File: src/rtl/mhp_pkg.sv
// Constants shared by the master host port design
package mhp_pkg;
  // Local special-function-space offsets
  localparam logic [7:0] DATA0_OFS = 8'h48;
  localparam logic [7:0] STAT0_OFS = 8'h49;
  localparam logic [7:0] CTRL0_OFS = 8'h4a;
  localparam logic [7:0] DATA1_OFS = 8'h4c;
  localparam logic [7:0] STAT1_OFS = 8'h4d;
  localparam logic [7:0] CTRL1_OFS = 8'h4e;
  // Reset values
  localparam logic [7:0] REG_RST = 8'h00;
  // Control field positions
  localparam int CTL_OBF_PIN = 0;
  localparam int CTL_IBF_PIN = 1;
  localparam int CTL_CMD_ONLY = 2;
  localparam int CTL_OBE_DIS = 3;
  localparam int CTL_IBF_DIS = 4;
  localparam int CTL_RSVD = 5;
  localparam int CTL_PORT_EN = 6;
  localparam int CTL_MODE7 = 7;
  // Status field positions
  localparam int ST_OBF = 0;
  localparam int ST_IBF = 1;
  localparam int ST_A0 = 3;
  // Mask of software-writable status bits (2,4,5,6,7)
  localparam logic [7:0] ST_SW_MASK = 8'hf4;
  // Master FIFO shape: buffer, A0 level and data byte per entry
  localparam int FIFO_W = 10;
  localparam int FIFO_D = 16;
  // Synchroniser length in cycles
  localparam int SYNC_STAGES = 2;
endpackage : mhp_pkg

File: src/rtl/mhp_fifo.sv
// Small valid/ready FIFO used in the master write path
`timescale 1ns/10ps
module mhp_fifo #(
  parameter int W = 9,
  parameter int D = 16
) (
  // Clock and reset
  input wire logic clk,
  input wire logic rst_n,
  // Fill side
  input wire logic in_valid,
  output logic in_ready,
  input wire logic [W-1:0] in_data,
  // Drain side
  output logic out_valid,
  input wire logic out_ready,
  output logic [W-1:0] out_data
);
  localparam int AW = $clog2(D);
  // Storage array
  logic [W-1:0] mem [D];
  // Pointers and count held in one struct
  typedef struct packed {
    logic [AW-1:0] wp;
    logic [AW-1:0] rp;
    logic [AW:0] cnt;
  } mhp_fifo_st_t;
  mhp_fifo_st_t s_r, s_nxt;
  logic push, pop;

  // Honest full and empty
  assign in_ready = (s_r.cnt != (AW+1)'(D));
  assign out_valid = (s_r.cnt != '0);
  assign out_data = mem[s_r.rp];
  assign push = in_valid & in_ready;
  assign pop = out_valid & out_ready;

  // Pointer update
  always_comb begin
    s_nxt = s_r;
    if (push) begin
      s_nxt.wp = s_r.wp + 1'b1;
    end
    if (pop) begin
      s_nxt.rp = s_r.rp + 1'b1;
    end
    s_nxt.cnt = s_r.cnt + (AW+1)'(push) - (AW+1)'(pop);
  end

  // State register
  always_ff @(posedge clk or negedge rst_n) begin
    if (!rst_n) begin
      s_r <= '0;
    end else begin
      s_r <= s_nxt;
    end
  end

  // Array write, no reset needed for data
  always_ff @(posedge clk) begin
    if (push) begin
      mem[s_r.wp] <= in_data;
    end
  end
endmodule : mhp_fifo

File: src/rtl/mhp_host_port.sv
// Master host port: slave parallel port with two data buffer pairs
`timescale 1ns/10ps
module mhp_host_port (
  // Clock and reset
  input wire logic core_clk,
  input wire logic resetn,
  // Local special function space access
  input wire logic [7:0] sfr_addr,
  input wire logic sfr_wr,
  input wire logic sfr_rd,
  input wire logic [7:0] sfr_wdata,
  output logic [7:0] sfr_rdata,
  // Port control threshold bit from the port block
  input wire logic input_threshold_select,
  output logic ttl_level_en,
  // Master data lines
  input wire logic [7:0] host_data_lines_in,
  output logic [7:0] host_data_lines_out,
  output logic host_data_lines_oe,
  // Master control inputs
  input wire logic host_select_a_n,
  input wire logic host_select_b_n,
  input wire logic cmd_data_select,
  input wire logic host_rd_n,
  input wire logic host_wr_n,
  // Pin function selects towards port logic
  output logic port_function_enable,
  output logic dual_buffer_select,
  // Flag pins
  output logic out_buffer_full0,
  output logic in_buffer_full0_n,
  output logic out_buffer_full1,
  output logic in_buffer_full1_n,
  output logic obf0_pin_en,
  output logic ibf0_pin_en,
  output logic obf1_pin_en,
  output logic ibf1_pin_en,
  // Interrupt requests to local CPU, one-cycle pulses
  output logic ibf_irq0,
  output logic obe_irq0,
  output logic ibf_irq1,
  output logic obe_irq1,
  // Backlog indicator
  output logic wr_fifo_full
);
  // Synchronised control vector: sa, sb, a0, rd, wr
  typedef struct packed {
    logic [4:0] s1;
    logic [4:0] s2;
    logic [4:0] s3;
    logic [7:0] d1;
    logic [7:0] d2;
  } mhp_sync_t;

  // Module state apart from the synchronisers, reset pipeline and write FIFO
  typedef struct packed {
    logic [7:0] ctl0;
    logic [7:0] ctl1;
    logic [7:0] st0;
    logic [7:0] st1;
    logic [7:0] in0;
    logic [7:0] in1;
    logic [7:0] out0;
    logic [7:0] out1;
    logic [7:0] dq_out;
    logic dq_oe;
    logic [3:0] irq;
  } mhp_state_t;

  mhp_sync_t y_r, y_nxt;
  mhp_state_t s_r, s_nxt;
  // Reset release pipeline; kept apart since the pin reset clears it
  logic [1:0] rst_sync_r;
  logic rst_n;
  // Decoded synchronised controls
  logic sel_a, sel_b, a0_s, rd_act, wr_act, rd_prev, wr_prev;
  logic rd_start, wr_end, strobe_style, dual;
  // Master write FIFO path: {buffer, a0, data} packed as 10 bits
  logic f_in_valid, f_in_ready, f_out_valid, f_out_ready;
  logic [mhp_pkg::FIFO_W-1:0] f_in_data, f_out_data;
  logic [7:0] wr_byte;
  logic wr_buf, wr_a0;

  // Reset release through two flip-flops
  always_ff @(posedge core_clk or negedge resetn) begin
    if (!resetn) begin
      rst_sync_r <= 2'h0;
    end else begin
      rst_sync_r <= {rst_sync_r[0], 1'b1};
    end
  end
  assign rst_n = rst_sync_r[1];

  // Two-stage synchroniser on all master pins, third stage for edges
  always_comb begin
    y_nxt = y_r;
    y_nxt.s1 = {host_select_a_n, host_select_b_n, cmd_data_select,
                host_rd_n, host_wr_n};
    y_nxt.s2 = y_r.s1;
    y_nxt.s3 = y_r.s2;
    y_nxt.d1 = host_data_lines_in;
    y_nxt.d2 = y_r.d1;
  end

  always_ff @(posedge core_clk or negedge rst_n) begin
    if (!rst_n) begin
      y_r <= '{s1: 5'h1f, s2: 5'h1f, s3: 5'h1f, d1: 8'h00, d2: 8'h00};
    end else begin
      y_r <= y_nxt;
    end
  end

  assign strobe_style = s_r.ctl0[mhp_pkg::CTL_MODE7];
  assign dual = s_r.ctl1[mhp_pkg::CTL_MODE7];
  assign port_function_enable = s_r.ctl0[mhp_pkg::CTL_PORT_EN];
  assign dual_buffer_select = dual;
  assign ttl_level_en = input_threshold_select;

  // Decode strobes; R/W style uses rd pin as E, wr pin as R/W
  function automatic logic [1:0] strobes(input logic [4:0] v,
                                         input logic style);
    logic [1:0] r;
    r = 2'h0;
    if (style) begin
      r[1] = v[1] & v[0];
      r[0] = v[1] & ~v[0];
    end else begin
      r[1] = ~v[1];
      r[0] = ~v[0];
    end
    return r;
  endfunction : strobes

  // Current and previous strobe levels, select qualified
  always_comb begin
    sel_a = ~y_r.s2[4];
    sel_b = ~y_r.s2[3] & dual;
    a0_s = y_r.s2[2];
    {rd_act, wr_act} = strobes(y_r.s2, strobe_style);
    {rd_prev, wr_prev} = strobes(y_r.s3, strobe_style);
    rd_start = rd_act & ~rd_prev & (sel_a | sel_b)
               & port_function_enable;
    wr_end = ~wr_act & wr_prev & (~y_r.s3[4] | (~y_r.s3[3] & dual))
             & port_function_enable;
  end

  // Master writes queue here; data held stable by master through edge
  // A0 comes from the last cycle in which the strobe was seen active
  assign wr_buf = y_r.s3[4];
  assign wr_a0 = y_r.s3[2];
  assign wr_byte = y_r.d2;
  assign f_in_valid = wr_end;
  assign f_in_data = {wr_buf, wr_a0, wr_byte};
  assign wr_fifo_full = ~f_in_ready;

  mhp_fifo #(.W(mhp_pkg::FIFO_W), .D(mhp_pkg::FIFO_D)) u_wr_fifo (
    .clk(core_clk),
    .rst_n(rst_n),
    .in_valid(f_in_valid),
    .in_ready(f_in_ready),
    .in_data(f_in_data),
    .out_valid(f_out_valid),
    .out_ready(f_out_ready),
    .out_data(f_out_data)
  );

  // Drain stalls while target input buffer is still full
  // Entry bit 9 picks the buffer, bit 8 carries the A0 level
  assign f_out_ready = f_out_data[9]
                       ? ~s_r.st1[mhp_pkg::ST_IBF]
                       : ~s_r.st0[mhp_pkg::ST_IBF];

  // Register, flag and bus behaviour
  always_comb begin
    logic lwr0, lwr1, lrd0, lrd1, pop, a0q;
    s_nxt = s_r;
    s_nxt.irq = 4'h0;
    pop = f_out_valid & f_out_ready;
    a0q = a0_s;
    lwr0 = sfr_wr & (sfr_addr == mhp_pkg::DATA0_OFS);
    lwr1 = sfr_wr & (sfr_addr == mhp_pkg::DATA1_OFS);
    lrd0 = sfr_rd & (sfr_addr == mhp_pkg::DATA0_OFS);
    lrd1 = sfr_rd & (sfr_addr == mhp_pkg::DATA1_OFS);
    // Control writes, reserved bit forced to zero
    if (sfr_wr && sfr_addr == mhp_pkg::CTRL0_OFS) begin
      s_nxt.ctl0 = sfr_wdata;
      s_nxt.ctl0[mhp_pkg::CTL_RSVD] = 1'b0;
    end
    if (sfr_wr && sfr_addr == mhp_pkg::CTRL1_OFS) begin
      s_nxt.ctl1 = sfr_wdata & 8'h9f;
    end
    // Software status bits only
    if (sfr_wr && sfr_addr == mhp_pkg::STAT0_OFS) begin
      s_nxt.st0 = (s_r.st0 & ~mhp_pkg::ST_SW_MASK)
                  | (sfr_wdata & mhp_pkg::ST_SW_MASK);
    end
    if (sfr_wr && sfr_addr == mhp_pkg::STAT1_OFS) begin
      s_nxt.st1 = (s_r.st1 & ~mhp_pkg::ST_SW_MASK)
                  | (sfr_wdata & mhp_pkg::ST_SW_MASK);
    end
    // Local loads of output latches
    if (lwr0) begin
      s_nxt.out0 = sfr_wdata;
      s_nxt.st0[mhp_pkg::ST_OBF] = 1'b1;
    end
    if (lwr1) begin
      s_nxt.out1 = sfr_wdata;
      s_nxt.st1[mhp_pkg::ST_OBF] = 1'b1;
    end
    // Local reads clear input full
    if (lrd0) begin
      s_nxt.st0[mhp_pkg::ST_IBF] = 1'b0;
    end
    if (lrd1) begin
      s_nxt.st1[mhp_pkg::ST_IBF] = 1'b0;
    end
    // Master read: status on A0 high, data on A0 low
    if (rd_start) begin
      if (a0q) begin
        s_nxt.dq_out = sel_a ? s_r.st0 : s_r.st1;
      end else if (sel_a) begin
        s_nxt.dq_out = s_r.out0;
        if (s_r.st0[mhp_pkg::ST_OBF] && !lwr0) begin
          s_nxt.st0[mhp_pkg::ST_OBF] = 1'b0;
          s_nxt.irq[1] = ~s_r.ctl0[mhp_pkg::CTL_OBE_DIS];
        end
      end else begin
        s_nxt.dq_out = s_r.out1;
        if (s_r.st1[mhp_pkg::ST_OBF] && !lwr1) begin
          s_nxt.st1[mhp_pkg::ST_OBF] = 1'b0;
          s_nxt.irq[3] = ~s_r.ctl1[mhp_pkg::CTL_OBE_DIS];
        end
      end
    end
    // Bus driven only while a selected read is active
    // Next enable, so turning the port off drops the drive at once
    s_nxt.dq_oe = rd_act & (sel_a | sel_b)
                  & s_nxt.ctl0[mhp_pkg::CTL_PORT_EN];
    // Write-side A0 captured alongside at the write end
    // A command write is one whose queued A0 level is high
    if (pop) begin
      if (f_out_data[9]) begin
        s_nxt.in1 = f_out_data[7:0];
        s_nxt.st1[mhp_pkg::ST_IBF] = 1'b1;
        s_nxt.st1[mhp_pkg::ST_A0] = f_out_data[8];
        s_nxt.irq[2] = ~s_r.ctl1[mhp_pkg::CTL_IBF_DIS]
                       & (~s_r.ctl1[mhp_pkg::CTL_CMD_ONLY]
                          | f_out_data[8]);
      end else begin
        s_nxt.in0 = f_out_data[7:0];
        s_nxt.st0[mhp_pkg::ST_IBF] = 1'b1;
        s_nxt.st0[mhp_pkg::ST_A0] = f_out_data[8];
        s_nxt.irq[0] = ~s_r.ctl0[mhp_pkg::CTL_IBF_DIS]
                       & (~s_r.ctl0[mhp_pkg::CTL_CMD_ONLY]
                          | f_out_data[8]);
      end
    end
  end

  // Main state register
  always_ff @(posedge core_clk or negedge rst_n) begin
    if (!rst_n) begin
      s_r.ctl0 <= mhp_pkg::REG_RST;
      s_r.ctl1 <= mhp_pkg::REG_RST;
      s_r.st0 <= mhp_pkg::REG_RST;
      s_r.st1 <= mhp_pkg::REG_RST;
      s_r.in0 <= mhp_pkg::REG_RST;
      s_r.in1 <= mhp_pkg::REG_RST;
      s_r.out0 <= mhp_pkg::REG_RST;
      s_r.out1 <= mhp_pkg::REG_RST;
      s_r.dq_out <= 8'h00;
      s_r.dq_oe <= 1'b0;
      s_r.irq <= 4'h0;
    end else begin
      s_r.ctl0 <= s_nxt.ctl0;
      s_r.ctl1 <= s_nxt.ctl1;
      s_r.st0 <= s_nxt.st0;
      s_r.st1 <= s_nxt.st1;
      s_r.in0 <= s_nxt.in0;
      s_r.in1 <= s_nxt.in1;
      s_r.out0 <= s_nxt.out0;
      s_r.out1 <= s_nxt.out1;
      s_r.dq_out <= s_nxt.dq_out;
      s_r.dq_oe <= s_nxt.dq_oe;
      s_r.irq <= s_nxt.irq;
    end
  end

  // Local read mux; unmapped offsets read zero
  always_comb begin
    unique case (sfr_addr)
      mhp_pkg::DATA0_OFS: sfr_rdata = s_r.in0;
      mhp_pkg::STAT0_OFS: sfr_rdata = s_r.st0;
      mhp_pkg::CTRL0_OFS: sfr_rdata = s_r.ctl0;
      mhp_pkg::DATA1_OFS: sfr_rdata = s_r.in1;
      mhp_pkg::STAT1_OFS: sfr_rdata = s_r.st1;
      mhp_pkg::CTRL1_OFS: sfr_rdata = s_r.ctl1;
      default: sfr_rdata = 8'h00;
    endcase
  end

  // Data lines
  assign host_data_lines_out = s_r.dq_out;
  assign host_data_lines_oe = s_r.dq_oe;

  // Flag pins; buffer 1 pins need dual mode
  assign out_buffer_full0 = s_r.st0[mhp_pkg::ST_OBF];
  assign in_buffer_full0_n = ~s_r.st0[mhp_pkg::ST_IBF];
  assign out_buffer_full1 = s_r.st1[mhp_pkg::ST_OBF];
  assign in_buffer_full1_n = ~s_r.st1[mhp_pkg::ST_IBF];
  assign obf0_pin_en = s_r.ctl0[mhp_pkg::CTL_OBF_PIN];
  assign ibf0_pin_en = s_r.ctl0[mhp_pkg::CTL_IBF_PIN];
  assign obf1_pin_en = s_r.ctl1[mhp_pkg::CTL_OBF_PIN] & dual;
  assign ibf1_pin_en = s_r.ctl1[mhp_pkg::CTL_IBF_PIN] & dual;

  // Interrupt pulses
  assign ibf_irq0 = s_r.irq[0];
  assign obe_irq0 = s_r.irq[1];
  assign ibf_irq1 = s_r.irq[2];
  assign obe_irq1 = s_r.irq[3];
endmodule : mhp_host_port

File: config.mk
export PLATFORM = sky130hd
export DESIGN_NAME = mhp_host_port
export DESIGN_NICKNAME = d
export VERILOG_FILES = /design/src/rtl/mhp_pkg.sv /design/src/rtl/mhp_fifo.sv /design/src/rtl/mhp_host_port.sv
export SDC_FILE = /design/constraint.sdc
export NUM_CORES = 1
export LEC_CHECK = 0
export BUFFER_PORTS_ARGS = -buffer_cell sky130_fd_sc_hd__buf_4
export CAP_MARGIN = 5
export CORE_MARGIN = 2
export CORE_UTILIZATION = 35
export CTS_BUF_LIST = sky130_fd_sc_hd__clkbuf_8
export DETAILED_ROUTE_END_ITERATION = 16
export HOLD_SLACK_MARGIN = 0.05
export PLACE_DENSITY_LB_ADDON = 0.2
export SYNTH_ARGS = -nofsm -noshare
export SYNTH_HDL_FRONTEND = slang
export SYNTH_SLANG_ARGS = --single-unit
File: constraint.sdc
create_clock -name core_clk -period 7.77 [get_ports core_clk]
set_clock_uncertainty 0.2 [all_clocks]
set_input_delay 2.331 -clock core_clk [delete_from_list [all_inputs] [get_ports core_clk]]
set_output_delay 2.331 -clock core_clk [all_outputs]
set_load 0.01 [all_outputs]
==> impl_metrics.env <==
export IMPL_hpwl_mm=15.42
export IMPL_vias_per_cell=5.000
export IMPL_synth_edff_count=160
export IMPL_synth_cell_type_count=49
export IMPL_postCtsHoldBufs=0
export IMPL_post_cts_resized=0
export IMPL_p_per_area_nw_per_um2=285.6
export IMPL_n_antenna_cell=0
export IMPL_grt_pass1_vias=6231
export IMPL_drcViolationCount=0
export IMPL_io_buffer_count=64
export IMPL_place_area_um2=12200
export IMPL_cts_buffer_depth=3
export IMPL_switching_share_pct=26.70
export IMPL_antenna_found_initial=0
export IMPL_drt_antenna_violating_nets=0
export IMPL_netlist_area_um2=11320
export IMPL_cts_setup_buffers=0
export IMPL_cts_tree="built"
export IMPL_wire_per_inst_um=21.08
export IMPL_tightest_slew_ns=1.144
export IMPL_drive_above_1_share_pct=37.24
export IMPL_p_leak_nw=5.199
export IMPL_hold_viol=0
export IMPL_ys_warnings_count=0
export IMPL_arrival_ns=3.87
export IMPL_seqCellArea_um2=7831
export IMPL_layout_nets=766
export IMPL_cts_inserted_buffers=47
export IMPL_cts_root_buffer="clkbuf_8"
export IMPL_post_route_util_pct=41.50
export IMPL_numClockSinks=280
export IMPL_rows=65
export IMPL_path_max_fanout=19
export IMPL_wirelength_mm=24.50
export IMPL_finalCritPeriodShare_pct=82.44
export IMPL_grt_pass1_wl_mm=37.49
export IMPL_timing_slew_headroom_pct=23.09
export IMPL_synth_cells=626
export IMPL_ys_ff_latch=280
export IMPL_grt_overflow_total=0
export IMPL_path_clk_slew_ns=0.05
export IMPL_worst_setup_path_end_kind="output port"
export IMPL_clkPwrFrac_pct=34.8
export IMPL_dr_pass1_iters=4
export IMPL_ir_drop_mv=0.1390
export IMPL_ioPinCount=67
export IMPL_slew_viol_final=0
export IMPL_start_util_pct=35.68
export IMPL_crit_path_start_kind="primary input"
export IMPL_final_cell_area_um2=13160
export IMPL_clock_latency_ns=0.57
export IMPL_status="complete, no violations"
export IMPL_die_w_um=183.8
export IMPL_timing_fmax_mhz=156.1
export IMPL_async_flop_share_pct=42.86
export IMPL_setup_violations=0
export IMPL_multi_input_area_um2=3189
export IMPL_fill_cells=2852
export IMPL_intPower_w=0.002756
export IMPL_core_area_um2=31720
export IMPL_dieArea_um2=33790
export IMPL_ys_flop_type="edfxtp_1"
export IMPL_critical_path_class="in2out"
export IMPL_r2r_slack_ns=3.32
export IMPL_drt_iter0_markers=260
export IMPL_comb_power_share_pct=17.9
export IMPL_max_cap_violations=0
export IMPL_syn_nets=671
export IMPL_final_setup_tns_ns=0
export IMPL_postSynthAreaPerCell_um2=18.08
export IMPL_rsz0062_at_grt="false"
export IMPL_ys_seq_area_share_pct=69.15
export IMPL_grt_max_degree=74
export IMPL_die_y_um=183.8
export IMPL_finalCriticalPeriod_ns=6.406
export IMPL_hp_class="reg2async"
export IMPL_cp_data_required_time_ns=5.24
export IMPL_vias=5810
export IMPL_seq_power_share_pct=47.2
export IMPL_syn2layout_area_growth_pct=16.31
export IMPL_track_usage_pct=14.88
export IMPL_gp_congestion=0.7793
export IMPL_power_switching_w=0.001004
export IMPL_h_tree_depth=2
==> routing by layer <==
metal  track usage (%)  share of wire (%)
met1             19.32                 44
met2             24.98                 49
met3             2.892                4.2
met4             5.312                2.8
met5                 0                  0
==> final timing paths <==
check,startpoint,to,cells past startpoint
min in group core_clk,y_nxt[0]$_DFF_PN0_,wr_byte[0]$_DFF_PN0_,0
setup / recovery,sfr_addr[1],sfr_rdata[3],5
setup reg to reg,u_wr_fifo.s_r[5]$_DFFE_PN0P_,u_wr_fifo.s_r[4]$_DFF_PN0_,14
hold reg to reg,rst_sync_r[1]$_DFF_PN0_,host_data_lines_oe$_DFF_PN0_,0
hold / removal,rst_sync_r[1]$_DFF_PN0_,host_data_lines_oe$_DFF_PN0_,0
max in group asynchronous,rst_sync_r[1]$_DFF_PN0_,s_r[24]$_DFFE_PN0P_,1
==> flip-flops by register name, summed over array words and instances, names as in the netlist, 2 cells and up <==
register,flops
f_in_data,2
y_nxt,17
host_data_lines_out,8
u_wr_fifo.s_r,13
wr_byte,8
s_r,55
u_wr_fifo.mem,160
y_r,3
rst_sync_r,2
==> power by group through the flow <==
stage / sequential [W] / clock, W / combinational, W
floorplan: 0.00176 / 0 / 0.000578
global placement: 0.00180 / 0 / 0.000671
detailed placement: 0.00181 / 0 / 0.000690
CTS: 0.00178 / 0.00136 / 0.000691
global route: 0.00179 / 0.00143 / 0.000743
finish: 0.00178 / 0.00131 / 0.000675
==> Yosys cell counts, types with 2 or more instances <==
cell	n	area share, %
edfxtp_1	160	42
dfrtp_1	105	23
mux2_2	64	6.4
mux4_2	47	9.4
nor2_1	33	1.1
dfstp_2	15	3.5
inv_1	15	0.50
nand2_1	15	0.50
mux2i_1	14	1.2
a211oi_1	12	0.80
buf_4	12	0.80
o21ai_0	12	0.53
a21oi_1	10	0.44
clkbuf_1	10	0.33
ha_1	10	1.1
mux4_1	10	2.3
nor2b_1	8	0.44
buf_1	6	0.20
nor3_1	6	0.27
xnor2_1	6	0.46
buf_2	5	0.22
nand3_1	5	0.22
xor2_1	5	0.39
nand2b_1	4	0.22
nand4_1	4	0.22
and2_1	3	0.17
buf_12	3	0.53
a21boi_0	2	0.13
a22oi_1	2	0.13
and3_1	2	0.11
and4b_1	2	0.18
nor3b_1	2	0.13
==> layout make-up <==
class                      instances  area share (%)
sequential                       280           59.49
multi-input combinational        294           24.23
clock buffer                      55           5.750
timing repair buffer              83           4.733
tap                              402           3.821
clock inverter                    33           1.549
inverter                          15          0.4277
==> worst max-delay path, stage by stage <==
cell      delay, ns
buf_4          0.19
nor2b_1        0.73
a211oi_1       0.18
a211oi_1       0.27
buf_4          0.17
==> placed cells by master (no fill, tap or decap), types with 12 or more instances in the layout <==
cell type  Yosys  final
buf_4         12     83
nand2_1       15     15
a211oi_1      12     12
dfrtp_1      105    103
dfstp_2       15     15
mux2i_1       14     14
inv_1         15     33
mux4_2        47     47
o21ai_0       12     12
nor2_1        33     33
clkbuf_8       0     55
mux2_2        64     64
edfxtp_1     160    160
==> cells by family after synthesis <==
logic type,count (synthesis),share of synthesized area [%]
AND/OR/NAND/NOR,89,3.980
XOR/XNOR,11,0.8512
other,1,0.03313
AO/OA/AOI/OAI,46,2.620
flip-flops,280,69.15
buffers and inverters,52,2.675
adder cells (fa/ha/maj),11,1.282
multiplexers,136,19.41
==> metrics by stage <==
stage	worst slack [ns]	hold slack, ns	power [W]	cells
global route	1.181	0.1532	0.003959	1162
global placement	1.459	0.1315	0.002473	1074
CTS	1.372	0.1503	0.003825	1162
detailed placement	1.365	0.1364	0.002496	1074
floorplan	1.604	0.1312	0.002335	626
finish	1.364	0.1356	0.003759	1162
No activity file was read; power rests on OpenSTA's default activity.
